==> src/hw/cso_defs.vh <==
// Constants for the core status and option register bank.
`ifndef CSO_DEFS_VH
`define CSO_DEFS_VH

// ****************************************
// Register locations
// ****************************************
`define CSO_STATUS_LOC      7'h03
`define CSO_OPTION_LOC      8'h81

// ****************************************
// Status register fields
// ****************************************
`define CSO_ST_INDIRECT     7
`define CSO_ST_DIRECT_HI    6
`define CSO_ST_DIRECT_LO    5
`define CSO_ST_TIMEOUT      4
`define CSO_ST_POWERDOWN    3
`define CSO_ST_ZERO         2
`define CSO_ST_DIGIT_CARRY  1
`define CSO_ST_CARRY        0
`define CSO_STATUS_RST      8'h18

// ****************************************
// Option register fields
// ****************************************
`define CSO_OP_PULLUP_DIS   7
`define CSO_OP_INT_EDGE     6
`define CSO_OP_T0_SOURCE    5
`define CSO_OP_T0_EDGE      4
`define CSO_OP_PRESC_ASSIGN 3
`define CSO_OP_RATE_HI      2
`define CSO_OP_RATE_LO      0
`define CSO_OPTION_RST      8'hff

// ****************************************
// Interrupt flag positions
// ****************************************
`define CSO_IF_TIMER0       2
`define CSO_IF_EXT_PIN      1
`define CSO_IF_PORT_CHANGE  0

// ****************************************
// Instruction operation codes
// ****************************************
`define CSO_OP_ADD          4'h0
`define CSO_OP_SUB          4'h1
`define CSO_OP_AND          4'h2
`define CSO_OP_IOR          4'h3
`define CSO_OP_XOR          4'h4
`define CSO_OP_RL           4'h5
`define CSO_OP_RR           4'h6
`define CSO_OP_CLEAR        4'h7
`define CSO_OP_SWAP         4'h8
`define CSO_OP_MOVE         4'h9

// ****************************************
// Pin synchroniser indices
// ****************************************
`define CSO_PIN_T0CLK       0
`define CSO_PIN_EXTINT      1

`endif

==> src/hw/cso_core_status_option.v <==
// Core status register, option register, timer0 prescaler and interrupt flags.
`timescale 1ns/1ps
`include "cso_defs.vh"

// Contract
// - Flag-setting instruction to status blocks flag write.
// - Timeout and power-down bits ignore software writes.
// - Clear on status clears bank bits, sets zero.
// - Subtraction carries act as inverted borrows.
// - Subtract by adding two's complement.
// - Rotate loads carry with shifted-out bit.
// - Status mirrored at same location, all banks.
// - Option read/write, mirrored in banks 1, 3.
// - Bit 7 disables pull-ups, else follow latches.
// - Bit 6 picks external interrupt edge.
// - Bit 5 picks timer0 clock source.
// - Bit 4 picks counted external edge.
// - Bit 3 assigns prescaler to watchdog or timer0.
// - Rate gives timer0 2^(n+1), watchdog 2^n.
// - Undivided timer0 needs prescaler on watchdog.
// - Option resets to all ones.
// - Interrupt flags set regardless of enables.
module cso_core_status_option
#(
  parameter DATA_W = 8,
  parameter PORT_W = 8
)
(
  input  wire              i_core_clk,
  input  wire              i_nrst,
  input  wire [8:0]        i_reg_addr,
  input  wire [DATA_W-1:0] i_reg_wdata,
  input  wire              i_reg_we,
  output wire              o_reg_hit,
  output reg  [DATA_W-1:0] o_reg_rdata,
  input  wire              i_alu_valid,
  input  wire [3:0]        i_alu_op,
  input  wire [DATA_W-1:0] i_alu_file,
  input  wire [DATA_W-1:0] i_alu_w,
  input  wire              i_alu_dest_status,
  output reg  [DATA_W-1:0] o_alu_result,
  output reg               o_alu_done,
  input  wire              i_evt_wdt_clear,
  input  wire              i_evt_sleep,
  input  wire              i_evt_wdt_timeout,
  input  wire              i_instr_cycle_en,
  input  wire              i_wdt_osc_tick,
  input  wire              i_timer0_ext_clock_pin,
  input  wire              i_ext_interrupt_pin,
  input  wire              i_port_change,
  input  wire [PORT_W-1:0] i_port_latch,
  input  wire [2:0]        i_int_flag_clr,
  output wire [PORT_W-1:0] o_pullup_enable,
  output wire [8:0]        o_indirect_bank_base,
  output wire [8:0]        o_direct_bank_base,
  output wire [DATA_W-1:0] o_status,
  output wire [DATA_W-1:0] o_option,
  output wire [DATA_W-1:0] o_timer0_count,
  output reg               o_wdt_tick,
  output wire [2:0]        o_int_flags
);

  // ****************************************
  // Reset release
  // ****************************************
  reg  [1:0] rst_sync_reg;
  wire       rst_n = rst_sync_reg[1];

  always @(posedge i_core_clk or negedge i_nrst)
  begin
    if (!i_nrst)
      rst_sync_reg <= 2'h0;
    else
      rst_sync_reg <= {rst_sync_reg[0], 1'b1};
  end

  // ****************************************
  // Pin synchronisers
  // ****************************************
  // A pin level is accepted only once the second and third stages agree,
  // which filters a single-cycle glitch caught at the sampling edge.
  wire [1:0] pin_raw;
  wire [1:0] pin_rise;
  wire [1:0] pin_fall;

  assign pin_raw[`CSO_PIN_T0CLK]  = i_timer0_ext_clock_pin;
  assign pin_raw[`CSO_PIN_EXTINT] = i_ext_interrupt_pin;

  genvar gi;
  generate
    for (gi = 0; gi < 2; gi = gi + 1)
    begin : g_pin
      reg [2:0] sync_reg;
      reg       level_reg;

      always @(posedge i_core_clk or negedge rst_n)
      begin
        if (!rst_n)
        begin
          sync_reg  <= 3'h0;
          level_reg <= 1'b0;
        end
        else
        begin
          sync_reg <= {sync_reg[1:0], pin_raw[gi]};
          if (sync_reg[1] == sync_reg[2])
            level_reg <= sync_reg[2];
        end
      end

      assign pin_rise[gi]  = (sync_reg[1] == sync_reg[2]) && sync_reg[2] && !level_reg;
      assign pin_fall[gi]  = (sync_reg[1] == sync_reg[2]) && !sync_reg[2] && level_reg;
    end
  endgenerate

  // ****************************************
  // Register decode
  // ****************************************
  reg  [DATA_W-1:0] status_reg;
  reg  [DATA_W-1:0] status_next;
  reg  [DATA_W-1:0] option_reg;
  wire              hit_status;
  wire              hit_option;

  assign hit_status = (i_reg_addr[6:0] == `CSO_STATUS_LOC);
  assign hit_option = (i_reg_addr[7:0] == `CSO_OPTION_LOC);
  assign o_reg_hit  = hit_status || hit_option;

  // ****************************************
  // Instruction result and flags
  // ****************************************
  reg  [DATA_W-1:0] alu_res;
  reg               alu_z;
  reg               alu_dc;
  reg               alu_c;
  reg               alu_sets_flags;
  reg  [DATA_W:0]   sum_full;
  reg  [4:0]        sum_low;
  reg  [DATA_W-1:0] addend;

  always @*
  begin
    alu_res        = i_alu_file;
    alu_c          = status_reg[`CSO_ST_CARRY];
    alu_dc         = status_reg[`CSO_ST_DIGIT_CARRY];
    alu_sets_flags = (i_alu_op <= `CSO_OP_CLEAR);
    // Subtraction adds the two's complement, so carry out means no borrow.
    addend         = (i_alu_op == `CSO_OP_SUB) ? ~i_alu_w : i_alu_w;
    sum_full       = {1'b0, i_alu_file} + {1'b0, addend} +
                     {{DATA_W{1'b0}}, (i_alu_op == `CSO_OP_SUB)};
    sum_low        = {1'b0, i_alu_file[3:0]} + {1'b0, addend[3:0]} +
                     {4'h0, (i_alu_op == `CSO_OP_SUB)};
    case (i_alu_op)
      `CSO_OP_ADD, `CSO_OP_SUB:
      begin
        alu_res        = sum_full[DATA_W-1:0];
        alu_c          = sum_full[DATA_W];
        alu_dc         = sum_low[4];
      end
      `CSO_OP_AND:
        alu_res = i_alu_file & i_alu_w;
      `CSO_OP_IOR:
        alu_res = i_alu_file | i_alu_w;
      `CSO_OP_XOR:
        alu_res = i_alu_file ^ i_alu_w;
      `CSO_OP_RL:
      begin
        alu_res        = {i_alu_file[DATA_W-2:0], status_reg[`CSO_ST_CARRY]};
        alu_c          = i_alu_file[DATA_W-1];
      end
      `CSO_OP_RR:
      begin
        alu_res        = {status_reg[`CSO_ST_CARRY], i_alu_file[DATA_W-1:1]};
        alu_c          = i_alu_file[0];
      end
      `CSO_OP_CLEAR:
        alu_res = {DATA_W{1'b0}};
      `CSO_OP_SWAP:
        alu_res = {i_alu_file[3:0], i_alu_file[DATA_W-1:4]};
      `CSO_OP_MOVE:
        alu_res = i_alu_w;
      default:
        alu_res = i_alu_file;
    endcase
    alu_z = ((i_alu_op == `CSO_OP_RL) || (i_alu_op == `CSO_OP_RR)) ?
            status_reg[`CSO_ST_ZERO] : (alu_res == {DATA_W{1'b0}});
  end

  // ****************************************
  // Status register
  // ****************************************
  // Rotates change only carry; the zero flag of a rotate keeps its value.
  always @*
  begin
    status_next = status_reg;
    if (i_reg_we && hit_status)
      status_next = {i_reg_wdata[7:5], status_reg[4:3], i_reg_wdata[2:0]};
    if (i_alu_valid)
    begin
      if (i_alu_dest_status)
      begin
        status_next[7:5] = alu_res[7:5];
        if (!alu_sets_flags)
          status_next[2:0] = alu_res[2:0];
      end
      if (alu_sets_flags)
      begin
        // The instruction's own flags replace the written bits.
        status_next[`CSO_ST_ZERO]        = alu_z;
        status_next[`CSO_ST_DIGIT_CARRY] = alu_dc;
        status_next[`CSO_ST_CARRY]       = alu_c;
      end
    end
    if (i_evt_wdt_clear)
      status_next[`CSO_ST_TIMEOUT:`CSO_ST_POWERDOWN] = 2'h3;
    if (i_evt_sleep)
      status_next[`CSO_ST_TIMEOUT:`CSO_ST_POWERDOWN] = 2'h2;
    if (i_evt_wdt_timeout)
      status_next[`CSO_ST_TIMEOUT] = 1'b0;
  end

  always @(posedge i_core_clk or negedge rst_n)
  begin
    if (!rst_n)
      status_reg <= `CSO_STATUS_RST;
    else
      status_reg <= status_next;
  end

  // ****************************************
  // Option register
  // ****************************************
  always @(posedge i_core_clk or negedge rst_n)
  begin
    if (!rst_n)
      option_reg <= `CSO_OPTION_RST;
    else if (i_reg_we && hit_option)
      option_reg <= i_reg_wdata;
  end

  // ****************************************
  // Read data and instruction result
  // ****************************************
  always @(posedge i_core_clk or negedge rst_n)
  begin
    if (!rst_n)
    begin
      o_reg_rdata  <= {DATA_W{1'b0}};
      o_alu_result <= {DATA_W{1'b0}};
      o_alu_done   <= 1'b0;
    end
    else
    begin
      if (hit_status)
        o_reg_rdata <= status_reg;
      else if (hit_option)
        o_reg_rdata <= option_reg;
      else
        o_reg_rdata <= {DATA_W{1'b0}};
      o_alu_done <= i_alu_valid;
      if (i_alu_valid)
        o_alu_result <= alu_res;
    end
  end

  // ****************************************
  // Timer0 source and shared prescaler
  // ****************************************
  wire              t0_ext_edge;
  wire              t0_src_tick;
  wire              presc_to_wdt;
  wire [2:0]        rate;
  wire [DATA_W-1:0] t0_mask;
  wire [DATA_W-1:0] wdt_mask;
  wire              presc_tick;
  wire              presc_done;
  reg  [DATA_W-1:0] presc_reg;
  reg  [DATA_W-1:0] timer0_reg;
  reg               t0_inc;

  assign t0_ext_edge  = option_reg[`CSO_OP_T0_EDGE] ? pin_fall[`CSO_PIN_T0CLK] :
                        pin_rise[`CSO_PIN_T0CLK];
  assign t0_src_tick  = option_reg[`CSO_OP_T0_SOURCE] ? t0_ext_edge :
                        i_instr_cycle_en;
  assign presc_to_wdt = option_reg[`CSO_OP_PRESC_ASSIGN];
  assign rate         = option_reg[`CSO_OP_RATE_HI:`CSO_OP_RATE_LO];
  assign t0_mask      = ({{(DATA_W-1){1'b0}}, 1'b1} << ({1'b0, rate} + 4'h1)) - 1'b1;
  assign wdt_mask     = ({{(DATA_W-1){1'b0}}, 1'b1} << rate) - 1'b1;
  assign presc_tick   = presc_to_wdt ? i_wdt_osc_tick : t0_src_tick;
  assign presc_done   = presc_to_wdt ? ((presc_reg & wdt_mask) == wdt_mask) :
                        ((presc_reg & t0_mask) == t0_mask);

  // A rate code of 7 on timer0 needs all eight prescaler bits, so the mask
  // shift to bit 8 wraps to zero minus one, that is all ones.
  always @(posedge i_core_clk or negedge rst_n)
  begin
    if (!rst_n)
    begin
      presc_reg  <= {DATA_W{1'b0}};
      timer0_reg <= {DATA_W{1'b0}};
      o_wdt_tick <= 1'b0;
      t0_inc     <= 1'b0;
    end
    else
    begin
      t0_inc     <= 1'b0;
      o_wdt_tick <= 1'b0;
      if (presc_to_wdt && i_evt_wdt_clear)
        presc_reg <= {DATA_W{1'b0}};
      else if (presc_tick)
      begin
        if (presc_done)
          presc_reg <= {DATA_W{1'b0}};
        else
          presc_reg <= presc_reg + 1'b1;
        o_wdt_tick <= presc_to_wdt && presc_done;
        t0_inc     <= !presc_to_wdt && presc_done;
      end
      if (presc_to_wdt && t0_src_tick)
        t0_inc <= 1'b1;
      if (!presc_to_wdt && i_wdt_osc_tick)
        o_wdt_tick <= 1'b1;
      if (t0_inc)
        timer0_reg <= timer0_reg + 1'b1;
    end
  end

  // ****************************************
  // Interrupt flags
  // ****************************************
  reg  [2:0] int_flag_reg;
  wire [2:0] int_set;

  assign int_set[`CSO_IF_TIMER0]      = t0_inc && (timer0_reg == {DATA_W{1'b1}});
  assign int_set[`CSO_IF_EXT_PIN]     = option_reg[`CSO_OP_INT_EDGE] ?
                                        pin_rise[`CSO_PIN_EXTINT] :
                                        pin_fall[`CSO_PIN_EXTINT];
  assign int_set[`CSO_IF_PORT_CHANGE] = i_port_change;

  // Setting wins over a clear in the same cycle so no event is lost.
  always @(posedge i_core_clk or negedge rst_n)
  begin
    if (!rst_n)
      int_flag_reg <= 3'h0;
    else
      int_flag_reg <= (int_flag_reg & ~i_int_flag_clr) | int_set;
  end

  // ****************************************
  // Outputs
  // ****************************************
  assign o_pullup_enable      = option_reg[`CSO_OP_PULLUP_DIS] ? {PORT_W{1'b0}} :
                                i_port_latch;
  assign o_indirect_bank_base = {status_reg[`CSO_ST_INDIRECT], 8'h00};
  assign o_direct_bank_base   = {status_reg[`CSO_ST_DIRECT_HI],
                                 status_reg[`CSO_ST_DIRECT_LO], 7'h00};
  assign o_status             = status_reg;
  assign o_option             = option_reg;
  assign o_timer0_count       = timer0_reg;
  assign o_int_flags          = int_flag_reg;

endmodule

==> config.mk <==
export PLATFORM = sky130hd
export DESIGN_NAME = cso_core_status_option
export DESIGN_NICKNAME = d
export VERILOG_FILES = /design/src/hw/cso_core_status_option.v
export VERILOG_INCLUDE_DIRS = /design/src /design/src/hw
export SDC_FILE = /design/constraint.sdc
export NUM_CORES = 1
export LEC_CHECK = 0
export BUFFER_PORTS_ARGS = -buffer_cell sky130_fd_sc_hd__buf_4
export CAP_MARGIN = 10
export CELL_PAD_IN_SITES_DETAIL_PLACEMENT = 1
export CELL_PAD_IN_SITES_GLOBAL_PLACEMENT = 1
export CORE_MARGIN = 2
export CORE_UTILIZATION = 43
export CTS_CLUSTER_DIAMETER = 120
export DETAILED_ROUTE_END_ITERATION = 6
export GPL_ROUTABILITY_DRIVEN = 0
export PLACE_DENSITY_LB_ADDON = 0.1
export SETUP_SLACK_MARGIN = 0.1
export SYNTH_ARGS = -nofsm -noshare
export SYNTH_HDL_FRONTEND = slang
export SYNTH_SLANG_ARGS = --single-unit
==> constraint.sdc <==
create_clock -name i_core_clk -period 2.8 [get_ports i_core_clk]
set_input_delay 0.14 -clock i_core_clk [delete_from_list [all_inputs] [get_ports i_core_clk]]
set_output_delay 0.14 -clock i_core_clk [all_outputs]
set_load 0.01 [all_outputs]
==> flow_metrics.tcl, run 1 <==
set metrics [dict create \
    synthFlopType "dfrtp_1" \
    p_total_mw 3.372 \
    holdWs_ns 0.04298 \
    dp_hpwl_um 11970 \
    clkSinkCount 64 \
    postSynthAreaPerCell_um2 9.177 \
    grt_overflow 0 \
    grt_first_pass_wirelength_um 25320 \
    clock_skew_ns 0.01138 \
    p_int_mw 2.269 \
    synth.distinct_cells 80 \
    clock_latency_ns 0.33 \
    crit_type "reg -> reg" \
    syn_area_um2 4965 \
    p_switching_mw 1.103 \
    tightest_slew_ns 0.7147 \
    io_buffers 116 \
    comb_power_share_pct 30.5 \
    fin_crit_sh_pct 93.75 \
    cp.arrival_ns 2.84 \
    fin_nets 778 \
    start_util_pct 43.85 \
    routed-via-count 4624 \
    synth_common_cells "dfrtp_1 (54), nor2_1 (42), nand2_1 (40), inv_1 (36), ha_1 (33)" \
    seqPwrFrac_pct 36.3 \
    detail-route-antenna-nets 0 \
    path_clk_slew_ns 0.06 \
    max_freq_mhz 380.9 \
    dp.cells 806 \
    setup_viol 0 \
    drv_slew 0 \
    clock_power_share_pct 33.2 \
    dieArea_um2 12420 \
    hp-class "in -> reg" \
    drc 0 \
    crit_fanout 6 \
    synth_warnings 0 \
    fin_crit_ns 2.625 \
    cts_buffers 9 \
    syn_inst 541 \
    cp-end-kind "flip-flop" \
    maxCapViolCount 0 \
    tns_ns 0 \
    yosys.area.top_type "dfrtp_1" \
    grt_pass1_vias 4955 \
    final_util_pct 57.07 \
    yosysSeqAreaShare_pct 32.51 \
    cts.htree.levels 3 \
    fp.coreArea_um2 11320 \
    status "finished, final reports clean" \
    wl_per_cell_um 18.86 \
    area_delta_synth_final_pct 30.14 \
    stdcell_area_um2 6461 \
    routed_wirelength_um 15670 \
    yosys-top-cells-area "dfrtp_1 (27%), ha_1 (8.3%), dfstp_2 (5.3%), buf_4 (3.5%), mux2_2 (3.4%)" \
    yosysMostFrequentCell "dfrtp_1" \
    via_per_inst 5.564 \
    power_leakage_nw 3.033 \
    clk_path_buf_depth 2 \
    cp-start-kind "flip-flop" \
    die_h_um 111.5 \
    first_iter_violations 263 \
    grt_start_max_net_pins 34 \
    fin_ws_ns 0.1749 \
    firstDrtPassIters 4 \
    slew-limit-headroom_pct 52.35 \
    synth_edf_count 0 \
    fillers 1338 \
    p_sw_share_pct 32.71 \
    powerDensity_nw_per_um2 521.9 \
    stdcell_count 831 \
    clockRootBuffer "clkbuf_16" \
    ys_ff_latch 64 \
    antenna_cells 0 \
    multi_input_area_um2 3027 \
    placed_cell_area_um2 6025 \
    postSynth.asyncResetShare_pct 100.0 \
    cts_tree "done" \
    report.final.hold_viol_count 0 \
    io_pins 133 \
    regArea_um2 1615 \
    rsz0062_at_grt "yes" \
    peakVddDrop_mv 0.4468 \
    final_layout_size_suffix_gt1_share_pct 32.27 \
    die_x_um 111.5 \
    synth_top_area_share_pct 27.22 \
    rows 39 \
    worst_ep_required_time_ns 3.01 \
    dp_slack_ns -0.1558 \
    track_usage_pct 25.33 \
    antenna_found_initial 0 \
]
layer usage:
metal / up-vias / wire, um / track usage, %
li1: 2197 / - / -
met1: 2291 / 6302 / 29.61
met2: 106 / 8299 / 46.18
met3: 30 / 629 / 3.919
met4: 0 / 442 / 10.53
met5: - / 0 / 0
cell usage in the layout (no fill, tap or decap), drive strengths merged, types with 11 or more instances in the layout:
cell    Yosys  layout
nor2       45      45
mux2       19      19
nor2b      20      20
dfrtp      54      54
o21ai      28      28
ha         33      33
nand2      42      42
nand3      13      13
clkbuf      6      11
xnor2      16      16
a22o       13      13
conb        2      16
a21oi      25      25
inv        38      38
buf        33     149
path summary, 6_finish.rpt:
kind	cells after the start	startpoint	end	slack [ns]
min in group asynchronous	2	i_nrst	rst_sync_reg[1]$_DFF_PN0_	0.15
worst min register to register	0	rst_sync_reg[1]$_DFF_PN0_	o_int_flags[0]$_DFF_PN0_	0.32
worst max-delay path	11	o_option[2]$_DFFE_PN1P_	presc_reg[4]$_DFFE_PN0P_	0.17
max in group asynchronous	1	rst_sync_reg[1]$_DFF_PN0_	o_option[5]$_DFFE_PN1P_	1.71
worst min-delay path	2	i_reg_wdata[3]	o_option[3]$_DFFE_PN1P_	0.04
worst max register to register	11	o_option[2]$_DFFE_PN1P_	presc_reg[4]$_DFFE_PN0P_	0.17
worst max-delay path, cell delays in order, from the launching register on:
cell and delay [ns]:
dfstp_2 0.60, inv_4 0.05, ha_4 0.29, nand3_1 0.07, ha_2 0.31, nor2_1 0.05
a221oi_2 0.20, o21ai_1 0.13, o31a_1 0.31, buf_4 0.16, nor2_4 0.20, o211ai_2 0.11
power groups by stage:
stage / combinational, mW / sequential, mW / clock (mW)
floorplan: 0.567 / 1.23 / 0
global placement: 0.951 / 1.23 / 0
detailed placement: 0.989 / 1.24 / 0
CTS: 1.01 / 1.23 / 1.14
global route: 1.12 / 1.25 / 1.18
finish: 1.03 / 1.23 / 1.12
cells by family after synthesis:
kind of cell             Yosys count  synth area share, %
AO/OA/AOI/OAI                    144                21.57
adder cells (fa/ha/maj)           34                8.720
multiplexers                      28                6.124
other                              2               0.1513
AND/OR/NAND/NOR                  169                18.37
buffers and inverters             77                8.493
flip-flops                        64                32.51
XOR/XNOR                          23                4.057
final cells by class:
type | instances | share of cell area, %
multi-input combinational | 414 | 46.84
sequential | 64 | 25.00
timing repair buffer | 156 | 18.51
clock buffer | 11 | 3.757
tap | 143 | 2.769
inverter | 38 | 2.246
clock inverter | 5 | 0.8714
what timing repair did:
| action | CTS | global route |
|---|---|---|
| gates resized for setup | 2 | 9 |
| buffers inserted | 1 | 1 |
| hold buffers | 7 | 0 |
| endpoints found under the hold margin | 8 | 0 |
| pin swaps | 0 | 2 |
| cloned | 0 | 0 |
| setup endpoints to repair | 6 | 14 |
(Power assumes the default switching activity.)
==> run 2, diff against run 1 <==
--- a/config.mk
+++ b/config.mk
@@ -6,12 +6,13 @@
 export SDC_FILE = /design/constraint.sdc
 export NUM_CORES = 1
 export LEC_CHECK = 0
+export ABC_AREA = 1
 export BUFFER_PORTS_ARGS = -buffer_cell sky130_fd_sc_hd__buf_4
 export CAP_MARGIN = 10
 export CELL_PAD_IN_SITES_DETAIL_PLACEMENT = 1
 export CELL_PAD_IN_SITES_GLOBAL_PLACEMENT = 1
 export CORE_MARGIN = 2
-export CORE_UTILIZATION = 43
+export CORE_UTILIZATION = 40
 export CTS_CLUSTER_DIAMETER = 120
 export DETAILED_ROUTE_END_ITERATION = 6
 export GPL_ROUTABILITY_DRIVEN = 0
==> flow_metrics.tcl, run 2 <==
set metrics [dict create \
    cp.arrival_ns 2.83 \
    path_clk_slew_ns 0.06 \
    dieArea_um2 12640 \
    syn_area_um2 4703 \
    crit_type "reg -> reg" \
    dp.cells 917 \
    die_h_um 112.4 \
    yosys-top-cells-area "dfrtp_1 (29%), nand2_1 (13%), ha_1 (8.8%), inv_1 (8.3%), dfstp_2 (5.6%)" \
    cp-start-kind "flip-flop" \
    yosys.area.top_type "dfrtp_1" \
    synthFlopType "dfrtp_1" \
    routed_wirelength_um 15120 \
    powerDensity_nw_per_um2 505.3 \
    io_buffers 116 \
    antenna_cells 0 \
    multi_input_area_um2 2591 \
    clk_path_buf_depth 2 \
    maxCapViolCount 0 \
    final_common_cell "nand2_1" \
    drc 0 \
    cts_buffers 9 \
    synth_edf_count 0 \
    first_iter_violations 162 \
    final_layout_size_suffix_gt1_share_pct 23.53 \
    die_x_um 112.4 \
    r2r_slack_ns 0.22 \
    stdcell_area_um2 6132 \
    clkSinkCount 64 \
    report.final.hold_viol_count 0 \
    grt_start_max_net_pins 32 \
    synth_warnings 0 \
    crit_fanout 8 \
    yosysSeqAreaShare_pct 34.32 \
    io_pins 133 \
    slew-limit-headroom_pct 53.67 \
    area_delta_synth_final_pct 30.38 \
    start_util_pct 41.01 \
    clock_skew_ns 0.005788 \
    clockRootBuffer "clkbuf_16" \
    crit_chain "nand2_2, inv_1, ha_2, nand3_1, ha_1, nand3_1, nor2_2, inv_1, o22ai_1, nand3_1, nand4_1, nand3b_1, buf_4, o21ai_0" \
    ys_ff_latch 64 \
    cp_top_family "simple AND/OR/NAND/NOR gates" \
    cts.htree.levels 3 \
    postSynthAreaPerCell_um2 7.159 \
    dp_hpwl_um 12140 \
    via_per_inst 5.114 \
    synth_top_area_share_pct 28.73 \
    max_freq_mhz 387.1 \
    grt_first_pass_wirelength_um 25150 \
    postSynth.asyncResetShare_pct 100.0 \
    synth_common_cells "nand2_1 (160), inv_1 (104), nor2_1 (60), dfrtp_1 (54), nand3_1 (47)" \
    drv_slew 0 \
    setup_viol 0 \
    critPathMostFrequentCell "nand3_1" \
    synth.distinct_cells 41 \
    worst_path_max_delay_cell "dfstp_2" \
    peakVddDrop_mv 0.4301 \
    fillers 1500 \
    power_leakage_nw 3.287 \
    grt_overflow 0 \
    fin_nets 889 \
    fin_crit_ns 2.584 \
    antenna_found_initial 0 \
    routed-via-count 4817 \
    tightest_slew_ns 0.6950 \
    final_cell_mix "nand2_1 (159), buf_4 (128), inv_1 (104), nor2_1 (58), dfrtp_1 (53)" \
    hp-class "in -> reg" \
    regArea_um2 1615 \
    wl_per_cell_um 16.05 \
    detail-route-antenna-nets 0 \
    rsz0062_at_grt "no" \
    critPathBufInv 3 \
    yosysMostFrequentCell "nand2_1" \
    fp.coreArea_um2 11470 \
    syn_inst 657 \
    holdWs_ns 0.02241 \
    placed_cell_area_um2 5729 \
    rows 39 \
    clock_latency_ns 0.33 \
    final_util_pct 53.48 \
    fin_crit_sh_pct 92.27 \
    tns_ns 0 \
    grt_pass1_vias 5173 \
    firstDrtPassIters 4 \
    worst_ep_required_time_ns 3.04 \
    track_usage_pct 24.54 \
    cts_tree "done" \
    stdcell_count 942 \
    status "finished, final reports clean" \
    cp-end-kind "flip-flop" \
    max_stage_delay_ns 0.59 \
]
[run 2: metrics by stage]
stage	setup WS, ns	total power, mW
final	0.2164	3.099
after global routing	0.05966	3.267
after CTS	0.1563	3.119
after detailed placement	0.1496	1.989
after global placement	0.2677	1.946
after floorplan	0.2248	1.599
[run 2: routing by layer]
metal	global-route usage, %	vias to the layer above	wire [um]
met5	0	-	0
met3	3.834	26	531
met1	27.87	2345	6167
met2	46.79	103	8124
met4	7.886	0	294
li1	-	2343	-
[run 2: where the power goes]
group | switching, mW | internal [mW] | total [mW] | leakage (nW)
Sequential | 0.119 | 1.04 | 1.16 | 0.782
Combinational | 0.463 | 0.370 | 0.833 | 2.37
Clock | 0.420 | 0.688 | 1.11 | 0.138
Total | 1.00 | 2.10 | 3.10 | 3.29
[run 2: timing repair]
item / CTS / global route
gates resized for setup: 1 / 9
pin swaps: 1 / 0
endpoints found under the setup margin: 5 / 8
hold buffers: 8 / 0
endpoints found under the hold margin: 9 / 0
setup buffers: 1 / 0
[run 2: area by class of cell]
class,count,area share [%]
well taps,143,2.918
multi-input cells,474,42.26
repair buffers,136,16.98
clock inverters,7,1.163
flip-flops and latches,64,26.34
clock buffers,9,3.673
inverters,109,6.672
[run 2: final timing paths]
check / from / end / depth (start not counted)
worst max-delay path: o_option[1]$_DFFE_PN1P_ / presc_reg[3]$_DFFE_PN0P_ / 14
worst min-delay path: i_port_change / o_int_flags[0]$_DFF_PN0_ / 2
worst max register to register: o_option[1]$_DFFE_PN1P_ / presc_reg[3]$_DFFE_PN0P_ / 14
worst min register to register: rst_sync_reg[1]$_DFF_PN0_ / presc_reg[0]$_DFFE_PN0P_ / 0
max in group asynchronous: rst_sync_reg[1]$_DFF_PN0_ / o_option[6]$_DFFE_PN1P_ / 1
min in group asynchronous: i_nrst / rst_sync_reg[0]$_DFF_PN0_ / 2
[run 2: cell families (layout without fill, tap and decap cells)]
kind of cell             Yosys count  after routing  share of synthesized area [%]
AND/OR/NAND/NOR                  314            314                          29.29
buffers and inverters            133            261                          12.10
AO/OA/AOI/OAI                     88             88                          10.72
flip-flops                        64             64                          34.32
adder cells (fa/ha/maj)           34             34                          9.205
XOR/XNOR                          20             20                          3.724
other                              2             16                         0.1597
multiplexers                       2              2                         0.4788
==> run 3, diff against run 2 <==
--- a/config.mk
+++ b/config.mk
@@ -11,8 +11,10 @@
 export CAP_MARGIN = 10
 export CELL_PAD_IN_SITES_DETAIL_PLACEMENT = 1
 export CELL_PAD_IN_SITES_GLOBAL_PLACEMENT = 1
+export CORE_ASPECT_RATIO = 0.75
 export CORE_MARGIN = 2
-export CORE_UTILIZATION = 40
+export CORE_UTILIZATION = 41
+export CTS_BUF_LIST = sky130_fd_sc_hd__clkbuf_4
 export CTS_CLUSTER_DIAMETER = 120
 export DETAILED_ROUTE_END_ITERATION = 6
 export GPL_ROUTABILITY_DRIVEN = 0
==> flow_metrics.tcl, run 3 (synthesis results as in run 2) <==
set metrics [dict create \
    worst_ep_required_time_ns 3.14 \
    cp-start-kind "flip-flop" \
    wl_per_cell_um 16.85 \
    first_iter_violations 250 \
    power_leakage_nw 3.283 \
    cts.htree.levels 3 \
    fp.coreArea_um2 11070 \
    dieArea_um2 12350 \
    via_per_inst 5.182 \
    fin_nets 906 \
    stdcell_area_um2 6130 \
    tns_ns 0 \
    powerDensity_nw_per_um2 441.2 \
    cp-end-kind "flip-flop" \
    rows 33 \
    firstDrtPassIters 6 \
    tightest_slew_ns 0.5882 \
    crit_type "reg -> reg" \
    grt_start_max_net_pins 29 \
    crit_fanout 8 \
    clock_latency_ns 0.43 \
    final_cell_mix "nand2_1 (158), buf_4 (131), inv_1 (103), nor2_1 (59), dfrtp_1 (53)" \
    report.final.hold_viol_count 0 \
    final_layout_size_suffix_gt1_share_pct 23.16 \
    antenna_cells 0 \
    final_common_cell "nand2_1" \
    clkSinkCount 64 \
    final_util_pct 55.39 \
    fin_ws_ns 0.2182 \
    io_buffers 116 \
    grt_first_pass_wirelength_um 25650 \
    setup_viol 0 \
    cts_tree "done" \
    clk_path_buf_depth 2 \
    die_x_um 127.7 \
    io_pins 133 \
    cp.arrival_ns 2.93 \
    fin_crit_sh_pct 92.21 \
    grt_overflow 0 \
    antenna_found_initial 0 \
    path_clk_slew_ns 0.13 \
    hp-class "in -> reg" \
    status "finished, final reports clean" \
    fin_crit_ns 2.582 \
    grt_pass1_vias 5066 \
    start_util_pct 42.50 \
    max_freq_mhz 387.3 \
    placed_cell_area_um2 5733 \
    peakVddDrop_mv 0.1850 \
    clockRootBuffer "clkbuf_4" \
    fillers 1452 \
    drc 0 \
    rsz0062_at_grt "no" \
    dp_hpwl_um 12280 \
    track_usage_pct 26.39 \
    detail-route-antenna-nets 0 \
    routed_wirelength_um 16110 \
    cts_buffers 9 \
    routed-via-count 4954 \
    slew-limit-headroom_pct 60.79 \
    drv_slew 0 \
    maxCapViolCount 0 \
    area_delta_synth_final_pct 30.33 \
    die_h_um 96.76 \
    dp_slack_ns 0.07604 \
    clock_skew_ns 0.01981 \
]
-- run 3: cell types whose count changed in the layout (fill, tap and decap cells not counted), moves of 2 or more --
cell and change:
clkinv_4 +3, o21ai_1 +2, clkbuf_4 +9, buf_4 +3, dlygate4sd3_1 +14, clkbuf_16 -9
-- run 3: final timing paths --
check                                          start                       end  slack (ns)  cells past startpoint
min in group asynchronous  rst_sync_reg[1]$_DFF_PN0_          t0_inc$_DFF_PN0_        0.17                      0
min reg2reg                rst_sync_reg[1]$_DFF_PN0_          t0_inc$_DFF_PN0_        0.17                      0
max reg2reg                  o_option[1]$_DFFE_PN1P_  presc_reg[5]$_DFFE_PN0P_        0.22                     14
max                          o_option[1]$_DFFE_PN1P_  presc_reg[5]$_DFFE_PN0P_        0.22                     14
max in group asynchronous  rst_sync_reg[1]$_DFF_PN0_   o_option[4]$_DFFE_PN1P_        1.88                      1
min                                  i_evt_wdt_clear      o_wdt_tick$_DFF_PN0_        0.06                      4
-- run 3: metrics by stage --
stage | hold slack [ns] | power, mW | cells
6_report | 0.06388 | 2.704 | 956
5_1_grt | 0.07038 | 2.870 | 956
4_1_cts | 0.03162 | 2.672 | 953
3_5_place_dp | -0.07548 | 1.997 | 915
3_3_place_gp | -0.07683 | 1.952 | 915
2_1_floorplan | -0.1556 | 1.599 | 671
-- run 3: cell type report --
cell class | count | area (um2) | area share (%)
Clock buffer | 9 | 67.56 | 1.102
Timing Repair Buffer | 153 | 1204 | 19.64
Clock inverter | 7 | 72.57 | 1.184
Inverter | 109 | 412.9 | 6.736
Tap cell | 140 | 175.2 | 2.858
Sequential cell | 64 | 1615 | 26.35
Multi-Input combinational cell | 474 | 2582 | 42.13
-- run 3: timing repair --
action                     in CTS  in global routing
gates resized for setup         1                  9
buffers inserted                0                  3
setup endpoints to repair       8                  8
hold endpoints to repair       25                  0
pin swaps                       1                  2
hold buffers                   22                  0
-- run 3: power by group --
group	internal (mW)	total (mW)	switching, mW
combinational	0.393	0.892	0.499
clock	0.271	0.654	0.383
sequential	1.04	1.16	0.121
total	1.70	2.70	1.00
-- run 3: critical path: stages, from the launching register on --
cell      delay, ns
dfstp_2        0.58
nand2_2        0.10
inv_1          0.10
ha_2           0.32
nand3_1        0.13
ha_1           0.20
nand3_1        0.11
nor2_2         0.14
inv_1          0.07
o22ai_1        0.12
nand3_1        0.09
nand4_1        0.12
nand3b_1       0.10
buf_4          0.17
o21ai_0        0.15
-- run 3: metal layers --
layer | up-vias | wire length [um] | global-route usage (%)
li1 | 2378 | - | -
met2 | 150 | 7473 | 43.77
met3 | 21 | 1019 | 4.369
met1 | 2405 | 7322 | 35.37
met4 | 0 | 294 | 8.030
met5 | - | 0 | 0
